`src/dtp_pkg.sv`:
```
// Package for the dual timer pair: register offsets, field positions, resets.
// Assumes a 16-bit register port with one-cycle-late read data.
package dtp_pkg;
	// ------------------------------------------------------------
	// Register offsets (word index on the register port)
	// ------------------------------------------------------------
	localparam logic [3:0] DTP_OFF_LO_CTRL  = 4'h0;
	localparam logic [3:0] DTP_OFF_HI_CTRL  = 4'h1;
	localparam logic [3:0] DTP_OFF_LO_PER   = 4'h2;
	localparam logic [3:0] DTP_OFF_HI_PER   = 4'h3;
	localparam logic [3:0] DTP_OFF_LO_CNT   = 4'h4;
	localparam logic [3:0] DTP_OFF_HI_CNT   = 4'h5;
	localparam logic [3:0] DTP_OFF_IRQ_STAT = 4'h6;
	localparam logic [3:0] DTP_OFF_IRQ_CLR  = 4'h7;
	localparam logic [3:0] DTP_OFF_IRQ_EN   = 4'h8;
	// ------------------------------------------------------------
	// Control field positions
	// ------------------------------------------------------------
	localparam int DTP_BIT_ON    = 15;
	localparam int DTP_BIT_IDLE  = 13;
	localparam int DTP_BIT_GATE  = 6;
	localparam int DTP_BIT_PS_HI = 5;
	localparam int DTP_BIT_PS_LO = 4;
	localparam int DTP_BIT_CHAIN = 3;
	localparam int DTP_BIT_CSRC  = 1;
	// Writable bits of each control register
	localparam logic [15:0] DTP_LO_CTRL_MASK = 16'hA07A;
	localparam logic [15:0] DTP_HI_CTRL_MASK = 16'hA072;
	// ------------------------------------------------------------
	// Reset values
	// ------------------------------------------------------------
	localparam logic [15:0] DTP_CTRL_RST = 16'h0000;
	localparam logic [15:0] DTP_PER_RST  = 16'hFFFF;
	localparam logic [15:0] DTP_CNT_RST  = 16'h0000;
	// Prescaler terminal counts (divide minus one)
	localparam logic [7:0] DTP_PS_DIV1   = 8'h00;
	localparam logic [7:0] DTP_PS_DIV8   = 8'h07;
	localparam logic [7:0] DTP_PS_DIV64  = 8'h3F;
	localparam logic [7:0] DTP_PS_DIV256 = 8'hFF;
	// Interrupt status bits
	localparam int DTP_IRQ_LO = 0;
	localparam int DTP_IRQ_HI = 1;
endpackage : dtp_pkg

```
`src/dtp_tick_if.sv`:
```
// Interface carrying one timer's count-qualify signals into the tick unit.
// Assumes both ends run on core_clk.
`timescale 1ns/1ps
interface dtp_tick_if;
	logic       run;
	logic       ext_sel;
	logic       gate_en;
	logic [1:0] ps_sel;
	logic       ext_pin;
	logic       gate_pin;
	logic       tick;
	logic       restart;
	modport core (output run, output ext_sel, output gate_en, output ps_sel,
	              output ext_pin, output gate_pin, output restart, input tick);
	modport unit (input run, input ext_sel, input gate_en, input ps_sel,
	              input ext_pin, input gate_pin, input restart, output tick);
endinterface : dtp_tick_if

```
`src/dtp_tick.sv`:
```
// Tick unit: clock source choice, gating, prescaler for one 16-bit timer.
// Assumes pins are synchronous to core_clk.
`timescale 1ns/1ps
module dtp_tick
	import dtp_pkg::*;
(
	input  wire logic core_clk,
	input  wire logic rst,
	dtp_tick_if.unit  t
);
	logic       pin_q;
	logic [7:0] pre_q;
	logic [7:0] pre_d;
	logic [7:0] term;
	logic       rise;
	logic       raw;
	logic       hit;

	// Source selection; gate ignored for external source
	assign rise = t.ext_pin & ~pin_q;
	assign raw  = t.ext_sel ? rise                                 // see RULE13
	                        : (~t.gate_en | t.gate_pin);           // see RULE11, see RULE18
	assign term = (t.ps_sel == 2'b11) ? DTP_PS_DIV256 :
	              (t.ps_sel == 2'b10) ? DTP_PS_DIV64  :
	              (t.ps_sel == 2'b01) ? DTP_PS_DIV8   : DTP_PS_DIV1; // see RULE12
	assign hit  = t.run & raw & (pre_q >= term);
	assign pre_d = (~t.run | t.restart) ? 8'h00 :
	               hit ? 8'h00 :
	               raw ? pre_q + 8'h01 : pre_q;
	assign t.tick = hit;

	// Edge memory and prescale count
	always_ff @(posedge core_clk or posedge rst) begin
		if (rst) begin
			pin_q <= 1'b0;
			pre_q <= 8'h00;
		end else begin
			pin_q <= t.ext_pin;
			pre_q <= pre_d;
		end
	end
endmodule : dtp_tick

```
`src/dtp_timer_pair.sv`:
```
// Dual 16-bit timer pair, chainable to one 32-bit timer, with register port.
// Assumes a single core_clk domain; pins and idle flag synchronous to it.
`timescale 1ns/1ps
// Functional notes
// RULE1: Chain bit joins timers into 32 bits, lower word low, upper word high.
// RULE2: Chained, upper control ignored; lower control, clock and gate used.
// RULE3: Chained period match raises the upper timer's interrupt flag.
// RULE4: Chained period is upper period high word, lower period low word.
// RULE5: Chained count is upper count high word, lower count low word.
// RULE6: Unchained timers run independently, synchronous only.
// RULE7: Converter trigger comes only from the upper timer.
// RULE8: Chained mode interrupts when 32-bit count matches 32-bit period.
// RULE9: Bit 15 runs the timer; lower one runs the chained pair.
// RULE10: Bit 13 halts the timer in idle mode when set.
// RULE11: Bit 6 gates accumulation with internal clock, ignored with external.
// RULE12: Bits 5-4 prescale 1:1, 1:8, 1:64, 1:256.
// RULE13: Bit 1 selects external pin rising edge or internal clock.
// RULE14: Bit 3 of lower control selects chained or split mode.
// RULE15: Software configures chaining, periods, interrupt, then sets run bit.
// RULE16: Software configures split mode, period, interrupt, then sets run bit.
// RULE17: Count increments per tick, wraps to zero after period match, flags.
// RULE18: Gated mode counts internal clock only while gate is high.
module dtp_timer_pair
	import dtp_pkg::*;
(
	input  wire logic        core_clk,
	input  wire logic        rst,
	input  wire logic [3:0]  reg_addr,
	input  wire logic [15:0] reg_wdata,
	input  wire logic        reg_wr,
	input  wire logic        reg_rd,
	output logic      [15:0] reg_rdata,
	input  wire logic        idle_mode,
	input  wire logic        lower_ext_clock_pin,
	input  wire logic        upper_ext_clock_pin,
	input  wire logic        lower_gate_pin,
	input  wire logic        upper_gate_pin,
	output logic             irq,
	output logic             conv_trigger
);
	// ------------------------------------------------------------
	// Registers
	// ------------------------------------------------------------
	logic [15:0] lo_ctrl_q;
	logic [15:0] hi_ctrl_q;
	logic [15:0] lo_per_q;
	logic [15:0] hi_per_q;
	logic [15:0] lo_cnt_q;
	logic [15:0] lo_cnt_d;
	logic [15:0] hi_cnt_q;
	logic [15:0] hi_cnt_d;
	logic [1:0]  stat_q;
	logic [1:0]  stat_d;
	logic [1:0]  en_q;
	logic [15:0] rdata_q;
	logic [15:0] rdata_d;
	logic        irq_q;
	logic        trig_q;

	// ------------------------------------------------------------
	// Write decode
	// ------------------------------------------------------------
	logic wr_lo_ctrl;
	logic wr_hi_ctrl;
	logic wr_lo_per;
	logic wr_hi_per;
	logic wr_lo_cnt;
	logic wr_hi_cnt;
	logic wr_clr;
	logic wr_en;

	assign wr_lo_ctrl = reg_wr & (reg_addr == DTP_OFF_LO_CTRL);
	assign wr_hi_ctrl = reg_wr & (reg_addr == DTP_OFF_HI_CTRL);
	assign wr_lo_per  = reg_wr & (reg_addr == DTP_OFF_LO_PER);
	assign wr_hi_per  = reg_wr & (reg_addr == DTP_OFF_HI_PER);
	assign wr_lo_cnt  = reg_wr & (reg_addr == DTP_OFF_LO_CNT);
	assign wr_hi_cnt  = reg_wr & (reg_addr == DTP_OFF_HI_CNT);
	assign wr_clr     = reg_wr & (reg_addr == DTP_OFF_IRQ_CLR);
	assign wr_en      = reg_wr & (reg_addr == DTP_OFF_IRQ_EN);

	// ------------------------------------------------------------
	// Mode and qualification
	// ------------------------------------------------------------
	logic chain;
	logic lo_run;
	logic hi_run;

	assign chain  = lo_ctrl_q[DTP_BIT_CHAIN];                       // see RULE14
	// Idle halts only when the stop-in-idle bit is set
	assign lo_run = lo_ctrl_q[DTP_BIT_ON] &
	                ~(idle_mode & lo_ctrl_q[DTP_BIT_IDLE]);         // see RULE9, see RULE10
	// Chained: upper runs from nothing of its own; its controls are dead
	assign hi_run = ~chain & hi_ctrl_q[DTP_BIT_ON] &
	                ~(idle_mode & hi_ctrl_q[DTP_BIT_IDLE]);         // see RULE2, see RULE6

	// ------------------------------------------------------------
	// Tick units, one per timer
	// ------------------------------------------------------------
	dtp_tick_if lo_if ();
	dtp_tick_if hi_if ();

	assign lo_if.run      = lo_run;
	assign lo_if.ext_sel  = lo_ctrl_q[DTP_BIT_CSRC];
	assign lo_if.gate_en  = lo_ctrl_q[DTP_BIT_GATE];
	assign lo_if.ps_sel   = lo_ctrl_q[DTP_BIT_PS_HI:DTP_BIT_PS_LO];
	assign lo_if.ext_pin  = lower_ext_clock_pin;
	assign lo_if.gate_pin = lower_gate_pin;
	assign lo_if.restart  = wr_lo_ctrl;
	assign hi_if.run      = hi_run;
	assign hi_if.ext_sel  = hi_ctrl_q[DTP_BIT_CSRC];
	assign hi_if.gate_en  = hi_ctrl_q[DTP_BIT_GATE];
	assign hi_if.ps_sel   = hi_ctrl_q[DTP_BIT_PS_HI:DTP_BIT_PS_LO];
	assign hi_if.ext_pin  = upper_ext_clock_pin;
	assign hi_if.gate_pin = upper_gate_pin;
	assign hi_if.restart  = wr_hi_ctrl;

	dtp_tick u_lo_tick (
		.core_clk (core_clk),
		.rst      (rst),
		.t        (lo_if.unit)
	);

	dtp_tick u_hi_tick (
		.core_clk (core_clk),
		.rst      (rst),
		.t        (hi_if.unit)
	);

	// ------------------------------------------------------------
	// Count and match
	// ------------------------------------------------------------
	logic [31:0] cnt32;
	logic [31:0] per32;
	logic        match32;
	logic        lo_match;
	logic        hi_match;
	logic        lo_ev;
	logic        hi_ev;
	logic        ev32;

	assign cnt32    = {hi_cnt_q, lo_cnt_q};                         // see RULE1, see RULE5
	assign per32    = {hi_per_q, lo_per_q};                         // see RULE4
	assign match32  = (cnt32 == per32);                             // see RULE8
	assign lo_match = (lo_cnt_q == lo_per_q);
	assign hi_match = (hi_cnt_q == hi_per_q);
	// Events fire on the tick that wraps the count after a match
	assign ev32  = chain & lo_if.tick & match32;                    // see RULE8
	assign lo_ev = ~chain & lo_if.tick & lo_match;                  // see RULE17
	assign hi_ev = ~chain & hi_if.tick & hi_match;                  // see RULE17

	// Next count; a software write takes priority over counting
	always_comb begin
		lo_cnt_d = lo_cnt_q;
		hi_cnt_d = hi_cnt_q;
		if (chain) begin
			if (lo_if.tick) begin
				{hi_cnt_d, lo_cnt_d} = match32 ? 32'h0000_0000 : cnt32 + 32'h0000_0001; // see RULE1
			end
		end else begin
			if (lo_if.tick) begin
				lo_cnt_d = lo_match ? DTP_CNT_RST : lo_cnt_q + 16'h0001; // see RULE17
			end
			if (hi_if.tick) begin
				hi_cnt_d = hi_match ? DTP_CNT_RST : hi_cnt_q + 16'h0001; // see RULE17
			end
		end
		if (wr_lo_cnt) begin
			lo_cnt_d = reg_wdata;
		end
		if (wr_hi_cnt) begin
			hi_cnt_d = reg_wdata;
		end
	end

	// ------------------------------------------------------------
	// Interrupt status: set wins over a same-cycle clear
	// ------------------------------------------------------------
	logic [1:0] set_v;
	logic [1:0] clr_v;

	assign set_v[DTP_IRQ_LO] = lo_ev;                               // see RULE3
	assign set_v[DTP_IRQ_HI] = hi_ev | ev32;                        // see RULE3
	assign clr_v  = wr_clr ? reg_wdata[1:0] : 2'b00;
	assign stat_d = (stat_q & ~clr_v) | set_v;

	// ------------------------------------------------------------
	// Read mux, data one cycle after the strobe
	// ------------------------------------------------------------
	always_comb begin
		rdata_d = 16'h0000;
		if (reg_rd) begin
			case (reg_addr)
				DTP_OFF_LO_CTRL:  rdata_d = lo_ctrl_q;
				DTP_OFF_HI_CTRL:  rdata_d = hi_ctrl_q;
				DTP_OFF_LO_PER:   rdata_d = lo_per_q;
				DTP_OFF_HI_PER:   rdata_d = hi_per_q;
				DTP_OFF_LO_CNT:   rdata_d = lo_cnt_q;
				DTP_OFF_HI_CNT:   rdata_d = hi_cnt_q;
				DTP_OFF_IRQ_STAT: rdata_d = {14'h0000, stat_q};
				DTP_OFF_IRQ_EN:   rdata_d = {14'h0000, en_q};
				default:          rdata_d = 16'h0000;
			endcase
		end
	end

	// ------------------------------------------------------------
	// Register update
	// ------------------------------------------------------------
	// Control and period storage
	always_ff @(posedge core_clk or posedge rst) begin
		if (rst) begin
			lo_ctrl_q <= DTP_CTRL_RST;
			hi_ctrl_q <= DTP_CTRL_RST;
			lo_per_q  <= DTP_PER_RST;
			hi_per_q  <= DTP_PER_RST;
			en_q      <= 2'b00;
		end else begin
			if (wr_lo_ctrl) lo_ctrl_q <= reg_wdata & DTP_LO_CTRL_MASK;
			if (wr_hi_ctrl) hi_ctrl_q <= reg_wdata & DTP_HI_CTRL_MASK;
			if (wr_lo_per)  lo_per_q  <= reg_wdata;
			if (wr_hi_per)  hi_per_q  <= reg_wdata;
			if (wr_en)      en_q      <= reg_wdata[1:0];
		end
	end

	// Counts, status and registered outputs
	always_ff @(posedge core_clk or posedge rst) begin
		if (rst) begin
			lo_cnt_q  <= DTP_CNT_RST;
			hi_cnt_q  <= DTP_CNT_RST;
			stat_q    <= 2'b00;
			rdata_q   <= 16'h0000;
			irq_q     <= 1'b0;
			trig_q    <= 1'b0;
		end else begin
			lo_cnt_q  <= lo_cnt_d;
			hi_cnt_q  <= hi_cnt_d;
			stat_q    <= stat_d;
			rdata_q   <= rdata_d;
			irq_q     <= |(stat_d & en_q);
			trig_q    <= hi_ev | ev32;                              // see RULE7
		end
	end

	assign reg_rdata    = rdata_q;
	assign irq          = irq_q;
	assign conv_trigger = trig_q;
endmodule : dtp_timer_pair

```
`config.mk`:
```
export PLATFORM = sky130hd
export DESIGN_NAME = dtp_timer_pair
export DESIGN_NICKNAME = d
export VERILOG_FILES = /design/src/dtp_pkg.sv /design/src/dtp_tick_if.sv /design/src/dtp_tick.sv /design/src/dtp_timer_pair.sv
export SDC_FILE = /design/constraint.sdc
export NUM_CORES = 1
export LEC_CHECK = 0
export BUFFER_PORTS_ARGS = -buffer_cell sky130_fd_sc_hd__buf_2
export CORE_MARGIN = 2
export CORE_UTILIZATION = 40
export DETAILED_ROUTE_END_ITERATION = 8
export HOLD_SLACK_MARGIN = 0.1
export PLACE_DENSITY_LB_ADDON = 0.1
export SETUP_SLACK_MARGIN = 0.1
export SLEW_MARGIN = 20
export SYNTH_ARGS = -nofsm -noshare
export SYNTH_HDL_FRONTEND = slang
export SYNTH_SLANG_ARGS = --single-unit
```
`constraint.sdc`:
```
create_clock -name core_clk -period 9.68 [get_ports core_clk]
set_clock_uncertainty 0.05 [all_clocks]
set_input_delay 0.968 -clock core_clk [delete_from_list [all_inputs] [get_ports core_clk]]
set_output_delay 0.968 -clock core_clk [all_outputs]
set_load 0.01 [all_outputs]
```
==> flow_metrics.tcl, run 1 <==
set metrics [dict create \
    status "completed" \
    yosys.area.top_type_share 0.311 \
    cts_setup_buffers 0 \
    slew_viol_final 0 \
    holdWs_ns 0.457 \
    p_clk_frac 0.367 \
    cts.sinks 117 \
    initial_core_util 0.410 \
    peakVddDrop_mv 0.130 \
    hold_violations 0 \
    seqPwrFrac 0.429 \
    syn_nets 727 \
    antenna_found_initial 0 \
    post_cts_resized 0 \
    postLayoutCoreUtil 0.467 \
    via_count 5653 \
    drt-initial-drc-count 569 \
    wl_per_cell_um 21.6 \
    clockRootBuffer "clkbuf_16" \
    grt_max_degree 71 \
    rows 47 \
    syn_inst 688 \
    port_buffers 46 \
    tightest_slew_ns 1.06 \
    worstPathRequired_ns 9.94 \
    mostFrequentLayoutCells "dfrtp_1 (85), nor2_1 (52), mux2_2 (51), nand2_1 (51), a21oi_1 (47)" \
    syn_area_um2 6830 \
    p_int_w 0.00121 \
    p_sw_frac 0.318 \
    synth_seq_cells 117 \
    worstHoldPathCells 1 \
    hold_class "reg2reg" \
    mostFrequentLayoutCell "dfrtp_1" \
    pwr_density_cell_nw_per_um2 228 \
    period_needed_ns 3.41 \
    die-area_um2 18100 \
    grt_setup_unrepaired "no" \
    postSynthAreaPerCell_um2 9.93 \
    start_kind "primary input" \
    die_w_um 135 \
    wl_mm 20.5 \
    synthDistinctLibCells 79 \
    cts_hold_buffers 0 \
    core_area_um2 16600 \
    critPathCaptureType "flop" \
    grt_pass1_wl_mm 32.5 \
    r2r_cells 7 \
    gp_congestion 0.903 \
    fmax_mhz 293 \
    synth_edf_count 0 \
    first_pass_iters 7 \
    finalCritPeriodShare 0.352 \
    grt_usage 0.237 \
    antenna_cells 0 \
    yosys-top-cells-area "dfrtp_1 (31%), dfstp_2 (12%), mux2_2 (8.4%)" \
    synth_ff_type "dfrtp_1" \
    cts_inserted_buffers 17 \
    drc 0 \
    layout-drive-gt1-share 0.252 \
    critPathKind "in2reg" \
    grt_pass1_vias 5549 \
    io_pins 47 \
    p_leak_nw 3.11 \
    nets 757 \
    crit_fanout 20 \
    max_cap_violations 0 \
    cts_tree "done" \
    ys_warn_count 0 \
    area_growth_pct 13.8 \
    h-tree-depth 4 \
    pwr-share-comb 0.204 \
    setup_viol 0 \
    fin_setup_tns_ns 0 \
    cts.clk_slew.worst_paths_ns 0.05 \
    ys_seq_area_frac 0.435 \
    synthArstFlopShare 1.00 \
    vias_per_cell 5.94 \
    yosysTopAreaCell "dfrtp_1" \
    chipHeight_um 135 \
    max-slew-margin-rel 0.292 \
    overflow 0 \
    finalPower_w 0.00177 \
    insertion_delay_ns 0.43 \
    clock_path_buffers 2 \
    p_sw_w 0.000563 \
    critPathArrivalTime_ns 3.67 \
    ant_nets 0 \
    post-dp-hpwl_mm 14.5 \
]
## synthesized netlist by cell type, drive strengths merged (14+ instances only)
library cell / number
dfrtp: 85
nor2: 53
mux2: 51
nand2: 51
a21oi: 48
o21ai: 36
dfstp: 32
xnor2: 32
nand4: 24
a22oi: 23
clkbuf: 21
nand3: 18
buf: 17
a31oi: 14
nor3: 14
## power by group through the flow
stage | registers [W] | clock network (W) | logic, W
final | 0.000761 | 0.000651 | 0.000361
after global routing | 0.000775 | 0.000688 | 0.000402
after CTS | 0.000759 | 0.000662 | 0.000360
after detailed placement | 0.000765 | 0 | 0.000359
after global placement | 0.000765 | 0 | 0.000353
after floorplan | 0.000684 | 0 | 0.000315
## worst max-delay path, stage by stage
cell and delay, ns:
buf_2 0.25, and4bb_1 0.69, and2_1 0.75, o22ai_1 0.46
nand2_1 0.20, nor4b_1 0.07, a221o_1 0.26
## per-stage QoR
step / instances / setup WS [ns] / cell area, um2
finish: 951 / 6.27 / 7770
CTS: 951 / 6.40 / 7770
detailed placement: 919 / 5.96 / 7150
global route: 951 / 6.11 / 7770
floorplan: 688 / 5.61 / 6830
global placement: 919 / 6.03 / 7150
## kinds of logic (layout without fill, tap and decap cells)
kind of cell	after synthesis	after routing	share of synthesized area
AO/OA/AOI/OAI	185	185	0.184
flip-flops	117	117	0.435
buffers and inverters	52	95	0.0385
AND/OR/NAND/NOR	225	225	0.176
XOR/XNOR	42	42	0.0539
adder cells (fa/ha/maj)	10	10	0.0183
multiplexers	57	57	0.0947
## area by class of cell
type / instances / area [um2]
Clock inverter: 7 / 91.3
Tap cell: 220 / 275
Multi-Input combinational cell: 519 / 3600
Timing Repair Buffer: 50 / 260
Fill cell: 1555 / 8870
Sequential cell: 117 / 2970
Clock buffer: 25 / 526
Inverter: 13 / 51.3
## registers in the layout (all words and copies together), names as in the netlist
register / flops
hi_ctrl_q: 6
stat_q: 2
conv_trigger: 1
u_lo_tick.pin_q: 1
u_hi_tick.pin_q: 1
en_q: 2
reg_rdata: 16
irq: 1
hi_cnt_q: 16
lo_cnt_q: 16
u_lo_tick.pre_q: 8
lo_per_q: 16
u_hi_tick.pre_q: 8
lo_ctrl_q: 7
hi_per_q: 16
## worst paths after layout
check,start,to,slack [ns]
worst max-delay path,reg_addr[0],hi_cnt_q[15],6.27
worst min-delay path,u_lo_tick.pre_q[7],u_lo_tick.pre_q[7],0.46
worst max register to register,lo_cnt_q[5],lo_cnt_q[15],6.37
worst min register to register,u_lo_tick.pre_q[7],u_lo_tick.pre_q[7],0.46
max in group asynchronous,rst,en_q[0],7.71
min in group asynchronous,rst,lo_cnt_q[13],0.69
## per-layer routing
layer,vias up,global-route usage,part of all wire
met3,34,0.0499,0.053
li1,2641,-,-
met1,2802,0.326,0.46
met4,0,0.0819,0.021
met5,-,0,0
met2,176,0.371,0.47
Note: power is estimated with default switching activity, not from simulation.
==> run 2, diff against run 1 <==
- clock period: 9.68 -> 3.1 ns (I/O delays scaled with it)
==> run 2 against run 1 <==
Setup slack worse by 6.0 ns. Critical path type is now reg2reg. Utilization up 1.0 points. Die area unchanged. Sequential power rose to 3.1 times the previous value. Clock-buffer cell count up 3. Highest routed layer unchanged. Register-to-register slack worse by 6.1 ns. Non-clock buffer count up 26. Routed wire length up 3.0%. Hold slack worse by 0.32 ns. Clock power rose to 2.9 times the previous value.
==> flow_metrics.tcl, run 2 (synthesized netlist as in run 1, its figures left out) <==
set metrics [dict create \
    status "completed" \
    critPathKind "reg2reg" \
    initial_core_util 0.410 \
    period_needed_ns 2.82 \
    pwr_density_cell_nw_per_um2 688 \
    fin_area_um2 7950 \
    met2_usage 0.388 \
    grt_pass1_vias 5640 \
    nets 783 \
    worstPathRequired_ns 3.41 \
    grt_pass1_wl_mm 33.0 \
    cts_tree "done" \
    vias_per_cell 5.99 \
    area_growth_pct 16.3 \
    insertion_delay_ns 0.43 \
    fmax_mhz 355 \
    io_pins 47 \
    p_int_w 0.00370 \
    busiest_layer "met2" \
    max_cap_violations 0 \
    gr-usage-met1 0.331 \
    drt-initial-drc-count 503 \
    wl_mm 21.1 \
    via_count 5849 \
    mostFrequentLayoutCell "dfrtp_1" \
    place_ws_ns 0.329 \
    p_leak_nw 3.21 \
    setup_viol 0 \
    hold_class "in2reg" \
    seqPwrFrac 0.426 \
    dpl_cell_area_um2 7350 \
    cts_inserted_buffers 17 \
    start_kind "flop" \
    grt_max_degree 48 \
    slew_viol_final 0 \
    core_area_um2 16600 \
    clockRootBuffer "clkbuf_16" \
    cts_setup_buffers 0 \
    finalWorstSetupSlack_ns 0.284 \
    grt_setup_unrepaired "no" \
    fin_setup_tns_ns 0 \
    p_clk_frac 0.346 \
    wl_per_cell_um 21.6 \
    antenna_cells 0 \
    rows 47 \
    layout-drive-gt1-share 0.267 \
    max-slew-margin-rel 0.356 \
    antenna_found_initial 0 \
    n_fill_cell 1584 \
    critPathCaptureType "flop" \
    p_sw_frac 0.323 \
    fin_cells 977 \
    use_met3 0.0402 \
    h-tree-depth 4 \
    post-dp-hpwl_mm 15.2 \
    die-area_um2 18100 \
    peakVddDrop_mv 0.433 \
    mostFrequentLayoutCells "dfrtp_1 (85), nor2_1 (52), mux2_2 (51), nand2_1 (51), a21oi_1 (47)" \
    cts.clk_slew.worst_paths_ns 0.05 \
    clock_path_buffers 2 \
    gp_congestion 0.879 \
    cts.sinks 117 \
    dp.cells 942 \
    first_pass_iters 7 \
    ant_nets 0 \
    drc 0 \
    finalPower_w 0.00547 \
    crit_fanout 32 \
    grt_usage 0.241 \
    critPathArrivalTime_ns 3.13 \
    pwr-share-comb 0.228 \
    tightest_slew_ns 0.966 \
    chipHeight_um 135 \
    overflow 0 \
    die_w_um 135 \
    hold_violations 0 \
    finalCritPeriodShare 0.908 \
    port_buffers 46 \
    p_sw_w 0.00176 \
]
[run 2: changes by cell type in the layout (fill, tap and decap cells not counted), sizes merged]
cell	delta
dlygate4sd3	+3
buf	+23
bufinv	-1
clkinv	-1
clkbuf	+3
inv	-1
[run 2: area by class of cell]
| type | instances | area [um2] | area share |
|---|---|---|---|
| Inverter | 13 | 52.6 | 0.00661 |
| Sequential cell | 117 | 2970 | 0.374 |
| Timing Repair Buffer | 76 | 488 | 0.0614 |
| Clock buffer | 28 | 517 | 0.0650 |
| Tap cell | 220 | 275 | 0.0346 |
| Clock inverter | 4 | 45.0 | 0.00567 |
| Multi-Input combinational cell | 519 | 3600 | 0.453 |
[run 2: final timing paths]
check | to | startpoint | cells after the start | slack [ns]
setup reg to reg | hi_cnt_q[11] | lo_ctrl_q[5] | 10 | 0.28
setup / recovery | hi_cnt_q[11] | lo_ctrl_q[5] | 10 | 0.28
min in group asynchronous | lo_cnt_q[13] | rst | 3 | 0.52
hold / removal | hi_cnt_q[11] | reg_wdata[11] | 3 | 0.14
hold reg to reg | u_lo_tick.pre_q[7] | u_lo_tick.pre_q[7] | 1 | 0.48
max in group asynchronous | hi_per_q[10] | rst | 4 | 1.52
[run 2: per-stage QoR]
step | hold slack (ns) | util
after floorplan | 0.291 | -
after global placement | 0.382 | 0.442
after detailed placement | 0.390 | 0.442
after CTS | 0.131 | 0.477
after global routing | 0.151 | 0.477
final | 0.137 | 0.477
[run 2: what timing repair did]
action                                 CTS  global route
endpoints found under the hold margin   29             0
hold buffers                             3             0
resized for setup                        0             0
[run 2: power groups by stage]
stage               Sequential, W  Combinational, W  Clock, W
CTS                       0.00232           0.00125   0.00192
global route              0.00237           0.00138   0.00199
global placement          0.00233           0.00122         0
detailed placement        0.00234           0.00123         0
finish                    0.00233           0.00125   0.00189
floorplan                 0.00214          0.000984         0
[run 2: critical path: stages (launching register included)]
cell      delay, ns
dfrtp_1        0.42
nand2_1        0.11
ha_1           0.30
nand2_1        0.06
a21oi_1        0.10
o21ai_0        0.19
a211oi_1       0.58
a211oi_2       0.13
buf_12         0.20
or4_1          0.51
nand3_1        0.10
[run 2: layer usage]
metal	up-vias	part of all wire	wire, um
met5	-	0	0
met4	0	0.022	459
met3	40	0.060	1260
met2	243	0.48	10000
met1	2884	0.44	9360
li1	2682	-	-
